## config.mk

```make
export PLATFORM = sky130hd
export DESIGN_NAME = dpis_dev
export DESIGN_NICKNAME = d
export VERILOG_FILES = /design/src/dpis_pkg.sv /design/src/dpis_dev.sv /design/src/dpis_sync.sv
export SDC_FILE = /design/constraint.sdc
export NUM_CORES = 1
export LEC_CHECK = 0
export BUFFER_PORTS_ARGS = -buffer_cell sky130_fd_sc_hd__buf_2
export CAP_MARGIN = 30
export CORE_MARGIN = 3
export CORE_UTILIZATION = 35
export DETAILED_ROUTE_END_ITERATION = 12
export PLACE_DENSITY = 0.56
export SKIP_CTS_REPAIR_TIMING = 1
export SLEW_MARGIN = 20
export SYNTH_ARGS = -nofsm -noshare
export SYNTH_HDL_FRONTEND = slang
export SYNTH_HIERARCHICAL = 1
export SYNTH_SLANG_ARGS = --single-unit
```

## constraint.sdc

```tcl
create_clock -name clk -period 1.8 [get_ports clk]
set_input_delay 0.36 -clock clk [delete_from_list [all_inputs] [get_ports clk]]
set_output_delay 0.36 -clock clk [all_outputs]
set_load 0.02 [all_outputs]
```

## src/dpis_pkg.sv

```systemverilog
// What this block does
// - after power-up or reset, gear-down is half rate and listed modes disabled
// - device initializes its internal state after reset without needing the clock
// - termination stays high-impedance in reset and until clock enable registered high
// - bursts of eight or chopped four; A12 picks chop in on-the-fly mode, A10 auto precharge
// - two bank groups of four banks, one group bit and two bank bits
// - eight words per access, four when chopped, two per clock on both clock edges
package dpis_pkg;

    // sizes
    localparam int MR_NUM  = 7;
    localparam int MR_W    = 14;
    localparam int ROW_W   = 15;
    localparam int ADDR_W  = 18;

    // internal initialization time after reset release
    localparam int CLK_MHZ      = 50;
    localparam int T_INIT_US    = 500;
    localparam int INIT_CYC_DEF = T_INIT_US * CLK_MHZ;

    // burst lengths in beats
    localparam logic [3:0] BEATS_BL8 = 4'h8;
    localparam logic [3:0] BEATS_BC4 = 4'h4;

    // address bit positions
    localparam int A_AP   = 10;
    localparam int A_BC   = 12;
    localparam int A_ZQL  = 10;

    // mode register fields
    localparam int MR0      = 0;
    localparam int MR3      = 3;
    localparam int MR4      = 4;
    localparam int MR5      = 5;
    localparam int MR3_GDM  = 3;
    localparam int MR3_PDA  = 4;
    localparam int MR4_MPS  = 1;
    localparam int MR4_SPPR = 5;
    localparam int MR4_CALL = 6;
    localparam int MR4_HPPR = 13;
    localparam int MR5_PLL  = 0;
    localparam logic [MR_W-1:0] MR_RST = 14'h0000;

    // burst length field of mode register 0
    localparam logic [1:0] BL_FIX8 = 2'h0;
    localparam logic [1:0] BL_OTF  = 2'h1;
    localparam logic [1:0] BL_FIX4 = 2'h2;

    // ras_n, cas_n, we_n with act_n high
    localparam logic [2:0] OP_MRS = 3'h0;
    localparam logic [2:0] OP_WR  = 3'h4;
    localparam logic [2:0] OP_RD  = 3'h5;
    localparam logic [2:0] OP_ZQ  = 3'h6;

    // command and address pins
    typedef struct packed {
        logic              cs_n;
        logic              act_n;
        logic [2:0]        op;
        logic              bg0;
        logic [1:0]        ba;
        logic [ADDR_W-1:0] addr;
    } dpis_cmd_t;

    // configuration seen by the rest of the die
    typedef struct packed {
        logic       gear_quarter;
        logic       pda_en;
        logic       mps_en;
        logic [2:0] cs_lat;
        logic [2:0] par_lat;
        logic       hppr_en;
        logic       sppr_en;
    } dpis_cfg_t;

    // device state, gray along the usual path
    typedef enum logic [1:0] {
        ST_RESET = 2'b00,
        ST_INIT  = 2'b01,
        ST_WCKE  = 2'b11,
        ST_RUN   = 2'b10
    } dpis_state_t;

endpackage

```

## src/dpis_dev.sv

```systemverilog
`timescale 1ns/1ps
`default_nettype none
// device-side power-up sequencer, mode registers and burst tracking
module dpis_dev #(
    parameter int INIT_CYC = dpis_pkg::INIT_CYC_DEF
) (
    // clock and reset
    input  wire logic                       clk,
    input  wire logic                       arst_n,
    // pins from the controller
    input  wire logic                       reset_pin_n,
    input  wire logic                       ck_pin,
    input  wire logic                       cke_pin,
    input  wire logic                       odt_pin,
    input  wire dpis_pkg::dpis_cmd_t        cmd_pin,
    // status
    output dpis_pkg::dpis_state_t           state,
    output logic                            internal_ready,
    output logic                            init_done,
    output logic                            odt_term_en,
    output dpis_pkg::dpis_cfg_t             cfg,
    // access tracking
    output logic                            row_open,
    output logic                            open_bg,
    output logic [1:0]                      open_ba,
    output logic [dpis_pkg::ROW_W-1:0]      open_row,
    output logic                            burst_active,
    output logic                            burst_chop,
    output logic                            auto_pre,
    output logic                            beat_strobe
);
    localparam int CW = $clog2(INIT_CYC + 1);
    localparam int SW = 4 + $bits(dpis_pkg::dpis_cmd_t);
    localparam logic [CW-1:0] INIT_LAST = CW'(INIT_CYC - 1);

    // elaboration check, the counter needs a last value apart from zero
    if (INIT_CYC < 2) begin : g_bad_init
        $error("dpis_dev: INIT_CYC must be at least two");
    end

    // synchronised pins
    logic                rst_s;
    logic                ck_s;
    logic                cke_s;
    logic                odt_s;
    dpis_pkg::dpis_cmd_t cmd_s;

    dpis_sync #(.W(SW)) u_sync (
        .clk    (clk),
        .arst_n (arst_n),
        .pin_i  ({reset_pin_n, ck_pin, cke_pin, odt_pin, cmd_pin}),
        .sync_o ({rst_s, ck_s, cke_s, odt_s, cmd_s})
    );

    // registered state
    dpis_pkg::dpis_state_t       st_q, st_d;
    logic [CW-1:0]               cnt_q, cnt_d;
    logic                        ck_q, ck_d;
    logic                        odt_q, odt_d;
    logic                        done_q, done_d;
    logic [dpis_pkg::MR_W-1:0]   mr_q [dpis_pkg::MR_NUM];
    logic [dpis_pkg::MR_W-1:0]   mr_d [dpis_pkg::MR_NUM];
    logic                        open_q, open_d;
    logic                        bg_q, bg_d;
    logic [1:0]                  ba_q, ba_d;
    logic [dpis_pkg::ROW_W-1:0]  row_q, row_d;
    logic [3:0]                  beats_q, beats_d;
    logic                        chop_q, chop_d;
    logic                        ap_q, ap_d;

    // decoded command on a rising clock edge
    logic       ck_rise;
    logic       ck_edge;
    logic       cmd_live;
    logic       is_mrs;
    logic       is_act;
    logic       is_col;
    logic       is_zql;
    logic [2:0] mr_sel;
    logic       col_chop;

    // burst chop from the length field and A12
    function automatic logic chop_of(input logic [1:0] bl, input logic a12);
        case (bl)
            dpis_pkg::BL_FIX4: chop_of = 1'b1;
            dpis_pkg::BL_OTF:  chop_of = ~a12;
            default:           chop_of = 1'b0;
        endcase
    endfunction

    // command decode, only while clock enable is high in the running state
    always_comb begin
        ck_rise  = ck_s & ~ck_q;
        ck_edge  = ck_s ^ ck_q;
        cmd_live = ck_rise && cke_s && st_q == dpis_pkg::ST_RUN && !cmd_s.cs_n;
        is_act   = cmd_live && !cmd_s.act_n;
        is_mrs   = cmd_live && cmd_s.act_n && cmd_s.op == dpis_pkg::OP_MRS;
        is_col   = cmd_live && cmd_s.act_n && open_q
                   && (cmd_s.op == dpis_pkg::OP_RD || cmd_s.op == dpis_pkg::OP_WR);
        is_zql   = cmd_live && cmd_s.act_n && cmd_s.op == dpis_pkg::OP_ZQ && cmd_s.addr[dpis_pkg::A_ZQL];
        mr_sel   = {cmd_s.bg0, cmd_s.ba};
        col_chop = chop_of(dpis_pkg::BL_FIX8 | mr_q[dpis_pkg::MR0][1:0], cmd_s.addr[dpis_pkg::A_BC]);
    end

    // sequencer, mode registers and access tracking
    always_comb begin
        st_d    = st_q;
        cnt_d   = cnt_q;
        ck_d    = ck_s;
        odt_d   = odt_q;
        done_d  = done_q;
        mr_d    = mr_q;
        open_d  = open_q;
        bg_d    = bg_q;
        ba_d    = ba_q;
        row_d   = row_q;
        beats_d = beats_q;
        chop_d  = chop_q;
        ap_d    = ap_q;
        case (st_q)
            dpis_pkg::ST_RESET: begin
                cnt_d = '0;
                if (rst_s) st_d = dpis_pkg::ST_INIT;
            end
            dpis_pkg::ST_INIT: begin
                // internal setup counts on the core clock only
                if (cnt_q == INIT_LAST) st_d = dpis_pkg::ST_WCKE;
                else cnt_d = cnt_q + CW'(1);
            end
            dpis_pkg::ST_WCKE: begin
                if (ck_rise && cke_s) st_d = dpis_pkg::ST_RUN;
            end
            dpis_pkg::ST_RUN: begin
                st_d = dpis_pkg::ST_RUN;
            end
            default: st_d = dpis_pkg::ST_RESET;
        endcase
        // termination off until clock enable is registered high
        odt_d = (st_d == dpis_pkg::ST_RUN) && odt_s;
        // mode register write; the controller must program all of them
        if (is_mrs && mr_sel < 3'(dpis_pkg::MR_NUM)) begin
            mr_d[mr_sel] = cmd_s.addr[dpis_pkg::MR_W-1:0];
        end
        // long calibration marks the end of the init sequence
        if (is_zql) done_d = 1'b1;
        // activate latches group, bank and row
        if (is_act) begin
            open_d = 1'b1;
            bg_d   = cmd_s.bg0;
            ba_d   = cmd_s.ba;
            row_d  = cmd_s.addr[dpis_pkg::ROW_W-1:0];
        end
        // one beat per clock edge, two per period
        if (ck_edge && beats_q != 4'h0) beats_d = beats_q - 4'h1;
        // column command starts a burst of eight or four
        if (is_col) begin
            chop_d  = col_chop;
            beats_d = col_chop ? dpis_pkg::BEATS_BC4 : dpis_pkg::BEATS_BL8;
            ap_d    = cmd_s.addr[dpis_pkg::A_AP];
            if (cmd_s.addr[dpis_pkg::A_AP]) open_d = 1'b0;
        end
        // reset pin low returns to defaults
        if (!rst_s) begin
            st_d    = dpis_pkg::ST_RESET;
            cnt_d   = '0;
            odt_d   = 1'b0;
            done_d  = 1'b0;
            open_d  = 1'b0;
            beats_d = 4'h0;
            for (int i = 0; i < dpis_pkg::MR_NUM; i++) mr_d[i] = dpis_pkg::MR_RST;
        end
    end

    // register everything
    always_ff @(posedge clk or negedge arst_n) begin
        if (!arst_n) begin
            st_q    <= dpis_pkg::ST_RESET;
            cnt_q   <= '0;
            ck_q    <= 1'b0;
            odt_q   <= 1'b0;
            done_q  <= 1'b0;
            for (int i = 0; i < dpis_pkg::MR_NUM; i++) mr_q[i] <= dpis_pkg::MR_RST;
            open_q  <= 1'b0;
            bg_q    <= 1'b0;
            ba_q    <= 2'h0;
            row_q   <= '0;
            beats_q <= 4'h0;
            chop_q  <= 1'b0;
            ap_q    <= 1'b0;
        end else begin
            st_q    <= st_d;
            cnt_q   <= cnt_d;
            ck_q    <= ck_d;
            odt_q   <= odt_d;
            done_q  <= done_d;
            mr_q    <= mr_d;
            open_q  <= open_d;
            bg_q    <= bg_d;
            ba_q    <= ba_d;
            row_q   <= row_d;
            beats_q <= beats_d;
            chop_q  <= chop_d;
            ap_q    <= ap_d;
        end
    end

    // outputs
    assign state          = st_q;
    assign internal_ready = st_q == dpis_pkg::ST_WCKE || st_q == dpis_pkg::ST_RUN;
    assign init_done      = done_q;
    assign odt_term_en    = odt_q;
    assign row_open       = open_q;
    assign open_bg        = bg_q;
    assign open_ba        = ba_q;
    assign open_row       = row_q;
    assign burst_active   = beats_q != 4'h0;
    assign burst_chop     = chop_q;
    assign auto_pre       = ap_q;
    assign beat_strobe    = ck_edge && beats_q != 4'h0;

    // configuration fields from the mode registers
    assign cfg.gear_quarter = mr_q[dpis_pkg::MR3][dpis_pkg::MR3_GDM];
    assign cfg.pda_en       = mr_q[dpis_pkg::MR3][dpis_pkg::MR3_PDA];
    assign cfg.mps_en       = mr_q[dpis_pkg::MR4][dpis_pkg::MR4_MPS];
    assign cfg.cs_lat       = mr_q[dpis_pkg::MR4][dpis_pkg::MR4_CALL +: 3];
    assign cfg.par_lat      = mr_q[dpis_pkg::MR5][dpis_pkg::MR5_PLL +: 3];
    assign cfg.hppr_en      = mr_q[dpis_pkg::MR4][dpis_pkg::MR4_HPPR];
    assign cfg.sppr_en      = mr_q[dpis_pkg::MR4][dpis_pkg::MR4_SPPR];

    // checks
    odt_hiz_a: assert property (@(posedge clk) disable iff (!arst_n)
        (st_q != dpis_pkg::ST_RUN) |-> !odt_term_en)
        else $error("termination enabled before clock enable registered");
    reset_default_a: assert property (@(posedge clk) disable iff (!arst_n)
        !rst_s |=> (cfg == '0 && st_q == dpis_pkg::ST_RESET && !init_done))
        else $error("defaults not restored by reset pin");
    init_count_a: assert property (@(posedge clk) disable iff (!arst_n)
        (st_q == dpis_pkg::ST_INIT && rst_s && cnt_q != INIT_LAST) |=> cnt_q == $past(cnt_q) + CW'(1))
        else $error("internal init counter stalled");
    init_end_a: assert property (@(posedge clk) disable iff (!arst_n)
        (st_q == dpis_pkg::ST_INIT && rst_s && cnt_q == INIT_LAST) |=> st_q == dpis_pkg::ST_WCKE)
        else $error("internal init did not finish on time");
    cke_entry_a: assert property (@(posedge clk) disable iff (!arst_n)
        (st_q == dpis_pkg::ST_WCKE && rst_s && ck_rise && cke_s) |=> (st_q == dpis_pkg::ST_RUN) ##1 (odt_q == $past(odt_s)))
        else $error("clock enable not registered");
    burst_len_a: assert property (@(posedge clk) disable iff (!arst_n)
        (is_col && rst_s) |=> beats_q == ($past(col_chop) ? dpis_pkg::BEATS_BC4 : dpis_pkg::BEATS_BL8))
        else $error("wrong burst length");
    beat_step_a: assert property (@(posedge clk) disable iff (!arst_n)
        (beat_strobe && !is_col && rst_s) |=> beats_q == $past(beats_q) - 4'h1)
        else $error("beat count not stepping per clock edge");
    bank_latch_a: assert property (@(posedge clk) disable iff (!arst_n)
        (is_act && rst_s) |=> (row_open && open_bg == $past(cmd_s.bg0) && open_ba == $past(cmd_s.ba)))
        else $error("bank group or bank not latched");
    mr_write_a: assert property (@(posedge clk) disable iff (!arst_n)
        (is_mrs && rst_s && mr_sel == 3'(dpis_pkg::MR3)) |=> cfg.gear_quarter == $past(cmd_s.addr[dpis_pkg::MR3_GDM]))
        else $error("mode register write lost");
endmodule // dpis_dev
`default_nettype wire

```

## src/dpis_sync.sv

```systemverilog
`timescale 1ns/1ps
`default_nettype none
// two-stage synchroniser for a bundle of pins
module dpis_sync #(
    parameter int W = 1
) (
    // clock and reset
    input  wire logic         clk,
    input  wire logic         arst_n,
    // pins in, synchronised out
    input  wire logic [W-1:0] pin_i,
    output logic      [W-1:0] sync_o
);
    logic [W-1:0] meta_q;
    logic [W-1:0] sync_q;

    // elaboration check on the width
    if (W < 1) begin : g_bad_w
        $error("dpis_sync: width must be at least one");
    end

    // first stage only feeds the second
    always_ff @(posedge clk or negedge arst_n) begin
        if (!arst_n) begin
            meta_q <= '0;
            sync_q <= '0;
        end else begin
            meta_q <= pin_i;
            sync_q <= meta_q;
        end
    end

    assign sync_o = sync_q;
endmodule // dpis_sync
`default_nettype wire

```

==> results of run 1 <==
[power by group]
part / internal (mW) / switching, mW
Sequential: 2.58 / 0.0339
Clock: 1.24 / 0.916
Combinational: 0.0614 / 0.100
[registers in the layout (all words and copies together) (netlist names)]
name           count
auto_pre           1
beats_q            4
burst_chop         1
cfg               11
ck_q               1
cnt_q             15
init_done          1
mr_q               2
odt_term_en        1
open_ba            2
open_bg            1
open_row          15
row_open           1
state              2
u_sync/meta_q     27
u_sync/sync_o     27
[stage by stage]
stage | hold WS [ns] | setup TNS [ns] | utilization, % | worst slack, ns | cells
3_5_place_dp | 0.335 | -0.0918 | 41.5 | -0.0335 | 535
4_1_cts | -0.0127 | -0.570 | 44.3 | -0.205 | 551
2_1_floorplan | 0.0644 | 0 | - | 0.0219 | 323
3_3_place_gp | 0.332 | -0.0964 | 41.5 | -0.0179 | 535
5_1_grt | 0.000657 | -0.0693 | 44.9 | -0.0505 | 553
6_report | -0.0287 | 0 | 44.9 | 0.0154 | 553
[layer usage]
| layer | wire length (um) | share of wire [%] | up-vias |
|---|---|---|---|
| li1 | - | - | 1278 |
| met1 | 3730 | 46 | 1303 |
| met2 | 3910 | 48 | 43 |
| met3 | 275 | 3.4 | 11 |
| met4 | 178 | 2.2 | 0 |
| met5 | 0 | 0 | - |
[worst max path at each step]
stage	from	to	slack (ns)	cells after the start
2_1_floorplan	state[0]	open_ba[0]	0.02	5
3_3_place_gp	ck_q	cfg[5]	-0.02	7
3_5_place_dp	ck_q	cfg[5]	-0.03	7
4_1_cts	beats_q[0]	beat_strobe	-0.20	5
5_1_grt	beats_q[0]	beat_strobe	-0.05	5
6_report	beats_q[0]	beat_strobe	0.02	5
[layout make-up]
cell class	count	area share, %
tap	143	3.42
timing repair buffer	91	10.8
multi-input combinational	181	25.2
clock inverter	7	1.98
clock buffer	9	4.30
inverter	10	0.717
sequential	112	53.6
[cell usage in the layout, fill, tap and decap left out, types with 6 or more instances in the layout]
cell type and n:
a21oi_1 10, nand3_1 6, dfrtp_1 111, mux2_2 20
mux2i_1 13, buf_4 23, nor2_1 16, nand2_1 36
inv_1 8, buf_2 64, clkbuf_16 9
==> qor.log, run 1 <==
qor: outcome.status finished, violations left
qor: outcome.violations hold timing
qor: worst_setup_path.worst-endpoint-arrival 1.42 ns
qor: cts.cts_tree built
qor: floorplanning.io_pins 71
qor: sta.slew-limit-headroom 67.3%
qor: cells_and_area.nNetsFinal 443
qor: detailed_routing.antenna_violating_nets_post_route 0
qor: cts.cts-root-to-sink-buffers 2
qor: worst_setup_path.r2r.worst_path.cells 4
qor: global_route.antenna_found_initial 0
qor: sta.finalSetupViolations 0
qor: detailed_routing.dr_total_vias 2635
qor: placed_design.routabilityCongestion 0.806
qor: sta.grt_setup_unrepaired yes
qor: global_route.globalRouteMet1Util 16.6%
qor: worst_setup_path.worst-path-buf-inv 2
qor: sta.final-max-slew-violation-count 0
qor: sta.fin_hold_ws -0.0287 ns
qor: cells_and_area.fill_cells 1075
qor: cells_and_area.multi_input_area 1320 sq um
qor: global_route.grt.overflow.total 0
qor: worst_setup_path.rr_startpoint state[1]
qor: cells_and_area.area_growth 23.1%
qor: min_path.worst_hold_class input pin to async pin
qor: worst_setup_path.timing.rr.end cnt_q[9]
qor: detailed_routing.firstDrtPassIters 4
qor: sta.fin_crit_share 99.1%
qor: global_route.globalRouteMet3Util 2.54%
qor: global_route.largest_net_degree_at_the_start_of_global_routing 37
qor: sta.finalHoldViolCount 32
qor: synthesis.synth_area 4250 sq um
qor: cts.cts_sinks 112
qor: placed_design.hpwl 5.76 mm
qor: worst_setup_path.worst-path-max-fanout 3
qor: placed_design.buffer_ports.inserted 67
qor: cts.clock_transition_time_at_the_flip_flop_clock_pins_of_the_worst_setup_and_hold_paths 0.07 ns
qor: cts.cts.htree.levels 3
qor: worst_setup_path.worstSetupEndpointType output port
qor: detailed_routing.drc 0
qor: cells_and_area.drive_above_1_share 34.9%
qor: synthesis.synthesis.nets 361
qor: sta.min_period 1.78 ns
qor: cts.cts_made_buffers 9
qor: flow_run.max_cap_violations 0
qor: floorplanning.floorplan.die.height 116 um
qor: pwr.total_chip_power 4.93 mW
qor: detailed_routing.postRouteWirelength 8.09 mm
qor: pwr.peak_supply_drop 0.778 mV
qor: cts.cts_root_buf clkbuf_16
qor: floorplanning.die_area 13500 sq um
qor: worst_setup_path.critical-path-top-delay-family flip-flops
qor: synthesis.synthCells 323
qor: worst_setup_path.critical-path-max-stage-delay 0.41 ns
qor: placed_design.placed_cell_area 4840 sq um
qor: floorplanning.initial_utilization 36.5%
qor: global_route.grt_first_pass_wirelength 13.3 mm
qor: worst_setup_path.cp_slowest_cell dfrtp_1
qor: sta.max_clock_freq 0.560 GHz
qor: worst_setup_path.critical_path_required 1.44 ns
qor: detailed_routing.routed_wire_length_per_instance 14.6 um
qor: detailed_routing.routed_via_density 4.76
qor: synthesis.yosys_warnings 6
qor: synthesis.syn_avg_cell_area 13.2 sq um
qor: global_route.grt_use_total 12.8%
qor: global_route.met2_usage 20.6%
qor: cells_and_area.layout.cell_area.non_filler 5240 sq um
qor: worst_setup_path.crit_type flip-flop to output port
qor: floorplanning.core_area 11700 sq um
qor: worst_setup_path.setup.reg_to_reg.worst_slack 0.03 ns
qor: global_route.top_usage_layer met2
qor: worst_setup_path.critical_path.cell_chain inv_2, ha_4, nor3b_4, nor2_1, buf_4
qor: cts.clock_insertion_delay_worst_skew 0.34 ns
qor: cells_and_area.antennaDiodeCount 0
qor: floorplanning.fp.dieW 116 um
qor: worst_setup_path.critical_path.startpoint_type flip-flop
qor: pwr.p_leak 2.57 nW
qor: global_route.grt_pass1_vias 2723
qor: floorplanning.placementRows 39
qor: cells_and_area.register_area 2800 sq um
qor: pwr.cellPowerDensity 941 nW/um^2
qor: detailed_routing.drtIter0Drc 64
qor: sta.worst_clock_skew 0.0102 ns
qor: sta.tightestPinTransition 0.491 ns
Note: power is estimated with default switching activity, not from simulation.
==> run 2, diff against run 1 <==
CORE_UTILIZATION = 41   (was 35)
PLACE_DENSITY = 0.63   (was 0.56)
==> run 2 against run 1 <==
Sequential power hardly changed. Critical endpoint is now burst_active. Register-to-register slack improved by 0.04 ns. Hold slack improved by 0.12 ns. Cell area shrank 1.5%. Largest cell class unchanged. The run ends with setup timing left.
==> qor.log, run 2 (synthesis gave the netlist of run 1 again) <==
qor: outcome.status finished, violations left
qor: outcome.violations setup timing
qor: cells_and_area.finish.utilization 52.0%
qor: pwr.p_sw 1.01 mW
qor: cells_and_area.most_common_cell_after_layout_fill_and_taps_aside dfrtp_1
qor: worst_setup_path.cp_slowest_cell dfrtp_1
qor: floorplanning.initial_utilization 42.9%
qor: cells_and_area.area_growth 21.3%
qor: detailed_routing.drc 0
qor: cells_and_area.fill_cells 881
qor: cells_and_area.final_cell_mix dfrtp_1, buf_2, nand2_1
qor: cells_and_area.drive_above_1_share 36.4%
qor: pwr.cell_internal_pwr 3.36 mW
qor: cts.cts_sinks 112
qor: sta.finalHoldViolCount 0
qor: placed_design.post-place-cells 518
qor: global_route.grt_pass1_vias 2703
qor: detailed_routing.postRouteWirelength 7.86 mm
qor: pwr.pwr-share-clk 36.4%
qor: min_path.worst_hold_class input pin to flip-flop
qor: cts.clock_insertion_delay_worst_skew 0.36 ns
qor: cts.clock_transition_time_at_the_flip_flop_clock_pins_of_the_worst_setup_and_hold_paths 0.11 ns
qor: worst_setup_path.setup.reg_to_reg.worst_slack 0.07 ns
qor: min_path.hold-path-cell-count 1
qor: floorplanning.die_area 11600 sq um
qor: cts.cts_tree built
qor: cts.cts-root-to-sink-buffers 2
qor: detailed_routing.antenna_violating_nets_post_route 0
qor: pwr.pwr-share-seq 60.0%
qor: sta.worst_clock_skew 0.0117 ns
qor: worst_setup_path.crit_type flip-flop to output port
qor: placed_design.buffer_ports.inserted 67
qor: worst_setup_path.worst-endpoint-arrival 1.49 ns
qor: cts.cts_root_buf clkbuf_8
qor: sta.finalSetupViolations 2
qor: pwr.total_chip_power 4.36 mW
qor: detailed_routing.routed_via_density 4.89
qor: global_route.grt_use_total 14.4%
qor: min_path.timing.hold.worst_endpoint u_sync/meta_q[24]
qor: placed_design.hpwl 5.53 mm
qor: worst_setup_path.critical_path.startpoint_type flip-flop
qor: worst_setup_path.critical-path-max-stage-delay 0.42 ns
qor: pwr.peak_supply_drop 0.475 mV
qor: detailed_routing.firstDrtPassIters 4
qor: min_path.holdCritStartpoint cmd_pin[24]
qor: floorplanning.floorplan.die.height 108 um
qor: floorplanning.placementRows 36
qor: placed_design.placement.setup.worst_slack -0.0223 ns
qor: sta.fin_hold_ws 0.0917 ns
qor: sta.slew-limit-headroom 80.0%
qor: sta.worst_slack -0.0514 ns
qor: pwr.switching_share 23.1%
qor: sta.max_clock_freq 0.540 GHz
qor: global_route.grt.overflow.total 0
qor: pwr.p_leak 2.52 nW
qor: worst_setup_path.critical_path_required 1.44 ns
qor: detailed_routing.dr_total_vias 2642
qor: sta.final-max-slew-violation-count 0
qor: detailed_routing.drtIter0Drc 88
qor: flow_run.max_cap_violations 0
qor: sta.min_period 1.85 ns
qor: worst_setup_path.timing.rr.end cnt_q[11]
qor: floorplanning.io_pins 71
qor: pwr.cellPowerDensity 847 nW/um^2
qor: worst_setup_path.worst-path-max-fanout 3
qor: global_route.largest_net_degree_at_the_start_of_global_routing 51
qor: worst_setup_path.r2r.worst_path.cells 5
qor: sta.fin_crit_share 103%
qor: global_route.grt_first_pass_wirelength 13.1 mm
qor: floorplanning.fp.dieW 108 um
qor: sta.tightestPinTransition 0.296 ns
qor: placed_design.routabilityCongestion 0.882
qor: cts.cts_made_buffers 9
qor: cells_and_area.final_cell_count_no_fill 540
qor: worst_setup_path.worstSetupEndpointType output port
qor: cts.cts.htree.levels 3
qor: floorplanning.core_area 9910 sq um
qor: cells_and_area.antennaDiodeCount 0
qor: sta.grt_setup_unrepaired yes
qor: pwr.power_frac_comb 3.7%
qor: worst_setup_path.critical_path.cell_chain inv_2, ha_4, nor3b_4, inv_1, buf_6
qor: global_route.antenna_found_initial 0
qor: worst_setup_path.rr_startpoint cnt_q[0]
qor: cells_and_area.nNetsFinal 440
qor: detailed_routing.routed_wire_length_per_instance 14.6 um
run 2: changes by cell type in the layout (fill, tap and decap cells not counted), sizes merged:
cell	delta
buf	-4
bufinv	-1
clkbuf	+1
clkinv	+1
clkinvlp	-1
dlygate4sd3	+1
run 2: critical path: cells and delay by family, from the launching register on:
kind                       cells  cell delay [ns]
buffers and inverters          3             0.34
adders and majority gates      1             0.14
and+or+nand+nor                1             0.23
DFF                            1             0.42
run 2: layout make-up:
cell class / instances / area, sq um / area share [%]
Tap cell: 133 / 166 / 3.23
Inverter: 10 / 37.5 / 0.728
Timing Repair Buffer: 88 / 561 / 10.9
Sequential cell: 112 / 2810 / 54.4
Clock inverter: 6 / 85.1 / 1.65
Multi-Input combinational cell: 181 / 1360 / 26.4
Clock buffer: 10 / 138 / 2.67
run 2: routing by layer:
layer | share of wire (%) | up-vias | wire, um | GRT usage [%]
li1 | - | 1272 | - | -
met1 | 44 | 1310 | 3440 | 19.0
met2 | 51 | 52 | 4020 | 23.5
met3 | 3.8 | 8 | 299 | 3.06
met4 | 1.3 | 0 | 100 | 5.14
met5 | 0 | - | 0 | 0
run 2: stage by stage:
stage               area, sq um  TNS, ns
finish                     5160  -0.0733
global route               5160   -0.349
CTS                        5010   -0.747
detailed placement         4790  -0.0803
global placement           4790        0
floorplan                  4270        0
run 2: worst max-delay path by stage:
| stage | startpoint | end | slack [ns] | cells after the start |
|---|---|---|---|---|
| detailed placement | ck_q | cfg[8] | -0.02 | 7 |
| finish | beats_q[1] | burst_active | -0.05 | 5 |
| floorplan | state[0] | open_ba[0] | 0.02 | 5 |
| CTS | beats_q[0] | beat_strobe | -0.29 | 5 |
| global placement | ck_q | cfg[4] | 0.02 | 7 |
| global route | beats_q[1] | burst_active | -0.14 | 5 |
run 2: power by group through the flow:
stage	Sequential [mW]	Clock (mW)	Combinational, mW
5_1_grt	2.63	1.75	0.186
2_1_floorplan	2.65	0	0.0503
3_5_place_dp	2.67	0	0.160
4_1_cts	2.62	1.64	0.161
3_3_place_gp	2.66	0	0.157
6_report	2.62	1.59	0.160
==> run 3, diff against run 2 <==
PLACE_DENSITY = not set   (was 0.63)
==> run 3 against run 2 <==
Setup slack improved by 0.036 ns. Hold slack got worse by 0.0056 ns. Total power fell by 3.3%. First-iteration DRC count did not move. Clock skew rose by 0.0063 ns. Non-clock buffer count rose by 2. Sequential power barely moved. Register-to-register slack barely moved. Largest power group unchanged. The flow still finishes with violations (setup timing).
==> qor.log, run 3 (synthesis gave the netlist of run 1 again) <==
qor: outcome.status finished, violations left
qor: outcome.violations setup timing
qor: floorplanning.placementRows 36
qor: global_route.grt_pass1_vias 2605
qor: pwr.switching_share 23.8%
qor: detailed_routing.routed_via_density 4.96
qor: global_route.globalRouteMet3Util 2.94%
qor: sta.max_clock_freq 0.551 GHz
qor: worst_setup_path.worstSetupEndpointType output port
qor: cts.cts.htree.levels 3
qor: pwr.pwr-share-seq 62.0%
qor: sta.worst_clock_skew 0.0180 ns
qor: cells_and_area.drive_above_1_share 35.5%
qor: cts.cts_sinks 112
qor: cts.cts_root_buf clkbuf_8
qor: sta.finalSetupViolations 2
qor: pwr.pwr-share-clk 34.2%
qor: flow_run.max_cap_violations 0
qor: cells_and_area.final_cell_count_no_fill 542
qor: global_route.grt_use_total 14.4%
qor: placed_design.post-place-cells 522
qor: cts.cts_made_buffers 9
qor: cells_and_area.nNetsFinal 442
qor: sta.slew-limit-headroom 60.0%
qor: worst_setup_path.critical_path.cell_chain inv_2, ha_4, nor3b_4, nor2_2, buf_6
qor: global_route.grt_first_pass_wirelength 13.0 mm
qor: global_route.met2_usage 22.3%
qor: worst_setup_path.worst-path-max-fanout 3
qor: cts.clock_insertion_delay_worst_skew 0.37 ns
qor: detailed_routing.firstDrtPassIters 4
qor: pwr.cellPowerDensity 827 nW/um^2
qor: global_route.antenna_found_initial 0
qor: global_route.largest_net_degree_at_the_start_of_global_routing 40
qor: detailed_routing.postRouteWirelength 7.90 mm
qor: placed_design.hpwl 5.46 mm
qor: pwr.cell_internal_pwr 3.22 mW
qor: min_path.worst_hold_class input pin to flip-flop
qor: cts.cts_tree built
qor: sta.min_period 1.82 ns
qor: cells_and_area.area_growth 20.0%
qor: floorplanning.floorplan.die.height 108 um
qor: detailed_routing.routed_wire_length_per_instance 14.6 um
qor: pwr.power_frac_comb 3.8%
qor: worst_setup_path.cp_slowest_cell dfrtp_1
qor: floorplanning.io_pins 71
qor: global_route.grt.overflow.total 0
qor: floorplanning.die_area 11600 sq um
qor: worst_setup_path.critical-path-max-stage-delay 0.42 ns
qor: sta.worst_slack -0.0158 ns
qor: sta.final-max-slew-violation-count 0
qor: detailed_routing.drtIter0Drc 88
qor: pwr.total_chip_power 4.22 mW
qor: global_route.top_usage_layer met2
qor: sta.grt_setup_unrepaired yes
qor: worst_setup_path.critical_path.startpoint_type flip-flop
qor: placed_design.buffer_ports.inserted 67
qor: global_route.globalRouteMet1Util 20.2%
qor: sta.tightestPinTransition 0.596 ns
qor: cts.clock_transition_time_at_the_flip_flop_clock_pins_of_the_worst_setup_and_hold_paths 0.11 ns
qor: cells_and_area.final_cell_mix dfrtp_1, buf_2, nand2_1
qor: worst_setup_path.critical_path_required 1.44 ns
qor: detailed_routing.drc 0
qor: floorplanning.initial_utilization 42.9%
qor: floorplanning.core_area 9910 sq um
qor: cells_and_area.antennaDiodeCount 0
qor: detailed_routing.dr_total_vias 2689
qor: sta.finalHoldViolCount 0
qor: worst_setup_path.worst-path-buf-inv 2
qor: worst_setup_path.critical-path-top-delay-family flip-flops
qor: pwr.p_leak 2.50 nW
qor: pwr.peak_supply_drop 0.400 mV
qor: pwr.p_sw 1.00 mW
qor: placed_design.routabilityCongestion 0.817
qor: cts.cts-root-to-sink-buffers 2
qor: worst_setup_path.worst-endpoint-arrival 1.46 ns
qor: worst_setup_path.crit_type flip-flop to output port
qor: floorplanning.fp.dieW 108 um
qor: cells_and_area.most_common_cell_after_layout_fill_and_taps_aside dfrtp_1
qor: detailed_routing.antenna_violating_nets_post_route 0
qor: sta.fin_crit_share 101%
-- run 3: changes by cell type in the layout (fill, tap and decap cells not counted), moves of 2 or more --
cell	before	now
buf_4	17	20
dfrtp_1	110	108
dfrtp_2	2	4
inv_6	0	2
nor4bb_1	1	3
nor4bb_2	3	1
-- run 3: metal layers --
layer | vias to the layer above | wire, um
met1 | 1328 | 3620
met2 | 69 | 3760
li1 | 1278 | -
met4 | 0 | 133
met3 | 14 | 386
met5 | - | 0
-- run 3: worst register-to-register path, cell delays in order, from the launching register on --
cell	delay [ns]
dfrtp_2	0.48
and2_4	0.19
or3_4	0.41
or4_1	0.41
a21oi_1	0.17
-- run 3: power groups by stage --
| stage | clock network [mW] | logic (mW) | registers (mW) |
|---|---|---|---|
| floorplan | 0 | 0.0503 | 2.65 |
| global placement | 0 | 0.158 | 2.66 |
| detailed placement | 0 | 0.162 | 2.66 |
| CTS | 1.49 | 0.163 | 2.61 |
| global route | 1.61 | 0.187 | 2.62 |
| finish | 1.44 | 0.162 | 2.62 |
-- run 3: worst paths after layout --
kind | start | to | slack (ns) | depth (start not counted)
max | beats_q[0] | beat_strobe | -0.02 | 5
min reg2reg | u_sync/meta_q[11] | u_sync/sync_o[11] | 0.35 | 0
min in group asynchronous | arst_n | state[0] | 0.50 | 2
min | cmd_pin[24] | u_sync/meta_q[24] | 0.09 | 1
max in group asynchronous | arst_n | cfg[10] | 0.65 | 3
max reg2reg | state[1] | cnt_q[9] | 0.08 | 4
-- run 3: final cells by class --
class	count	area [sq um]
Fill cell	886	4810
Sequential cell	112	2810
Multi-Input combinational cell	181	1340
Timing Repair Buffer	90	563
Tap cell	133	166
Clock buffer	11	141
Clock inverter	5	48.8
Inverter	10	37.5
-- run 3: through the flow --
step | utilization, % | cell area (sq um) | setup WS [ns] | setup TNS, ns | hold slack, ns
finish | 51.5 | 5100 | -0.0158 | -0.0209 | 0.0861
global route | 51.5 | 5100 | -0.0986 | -0.295 | 0.0572
CTS | 50.4 | 4990 | -0.278 | -0.783 | -0.0563
detailed placement | 48.5 | 4800 | -0.0454 | -0.118 | 0.335
global placement | 48.5 | 4800 | 0.00484 | 0 | 0.332
floorplan | - | 4270 | 0.0219 | 0 | 0.0644
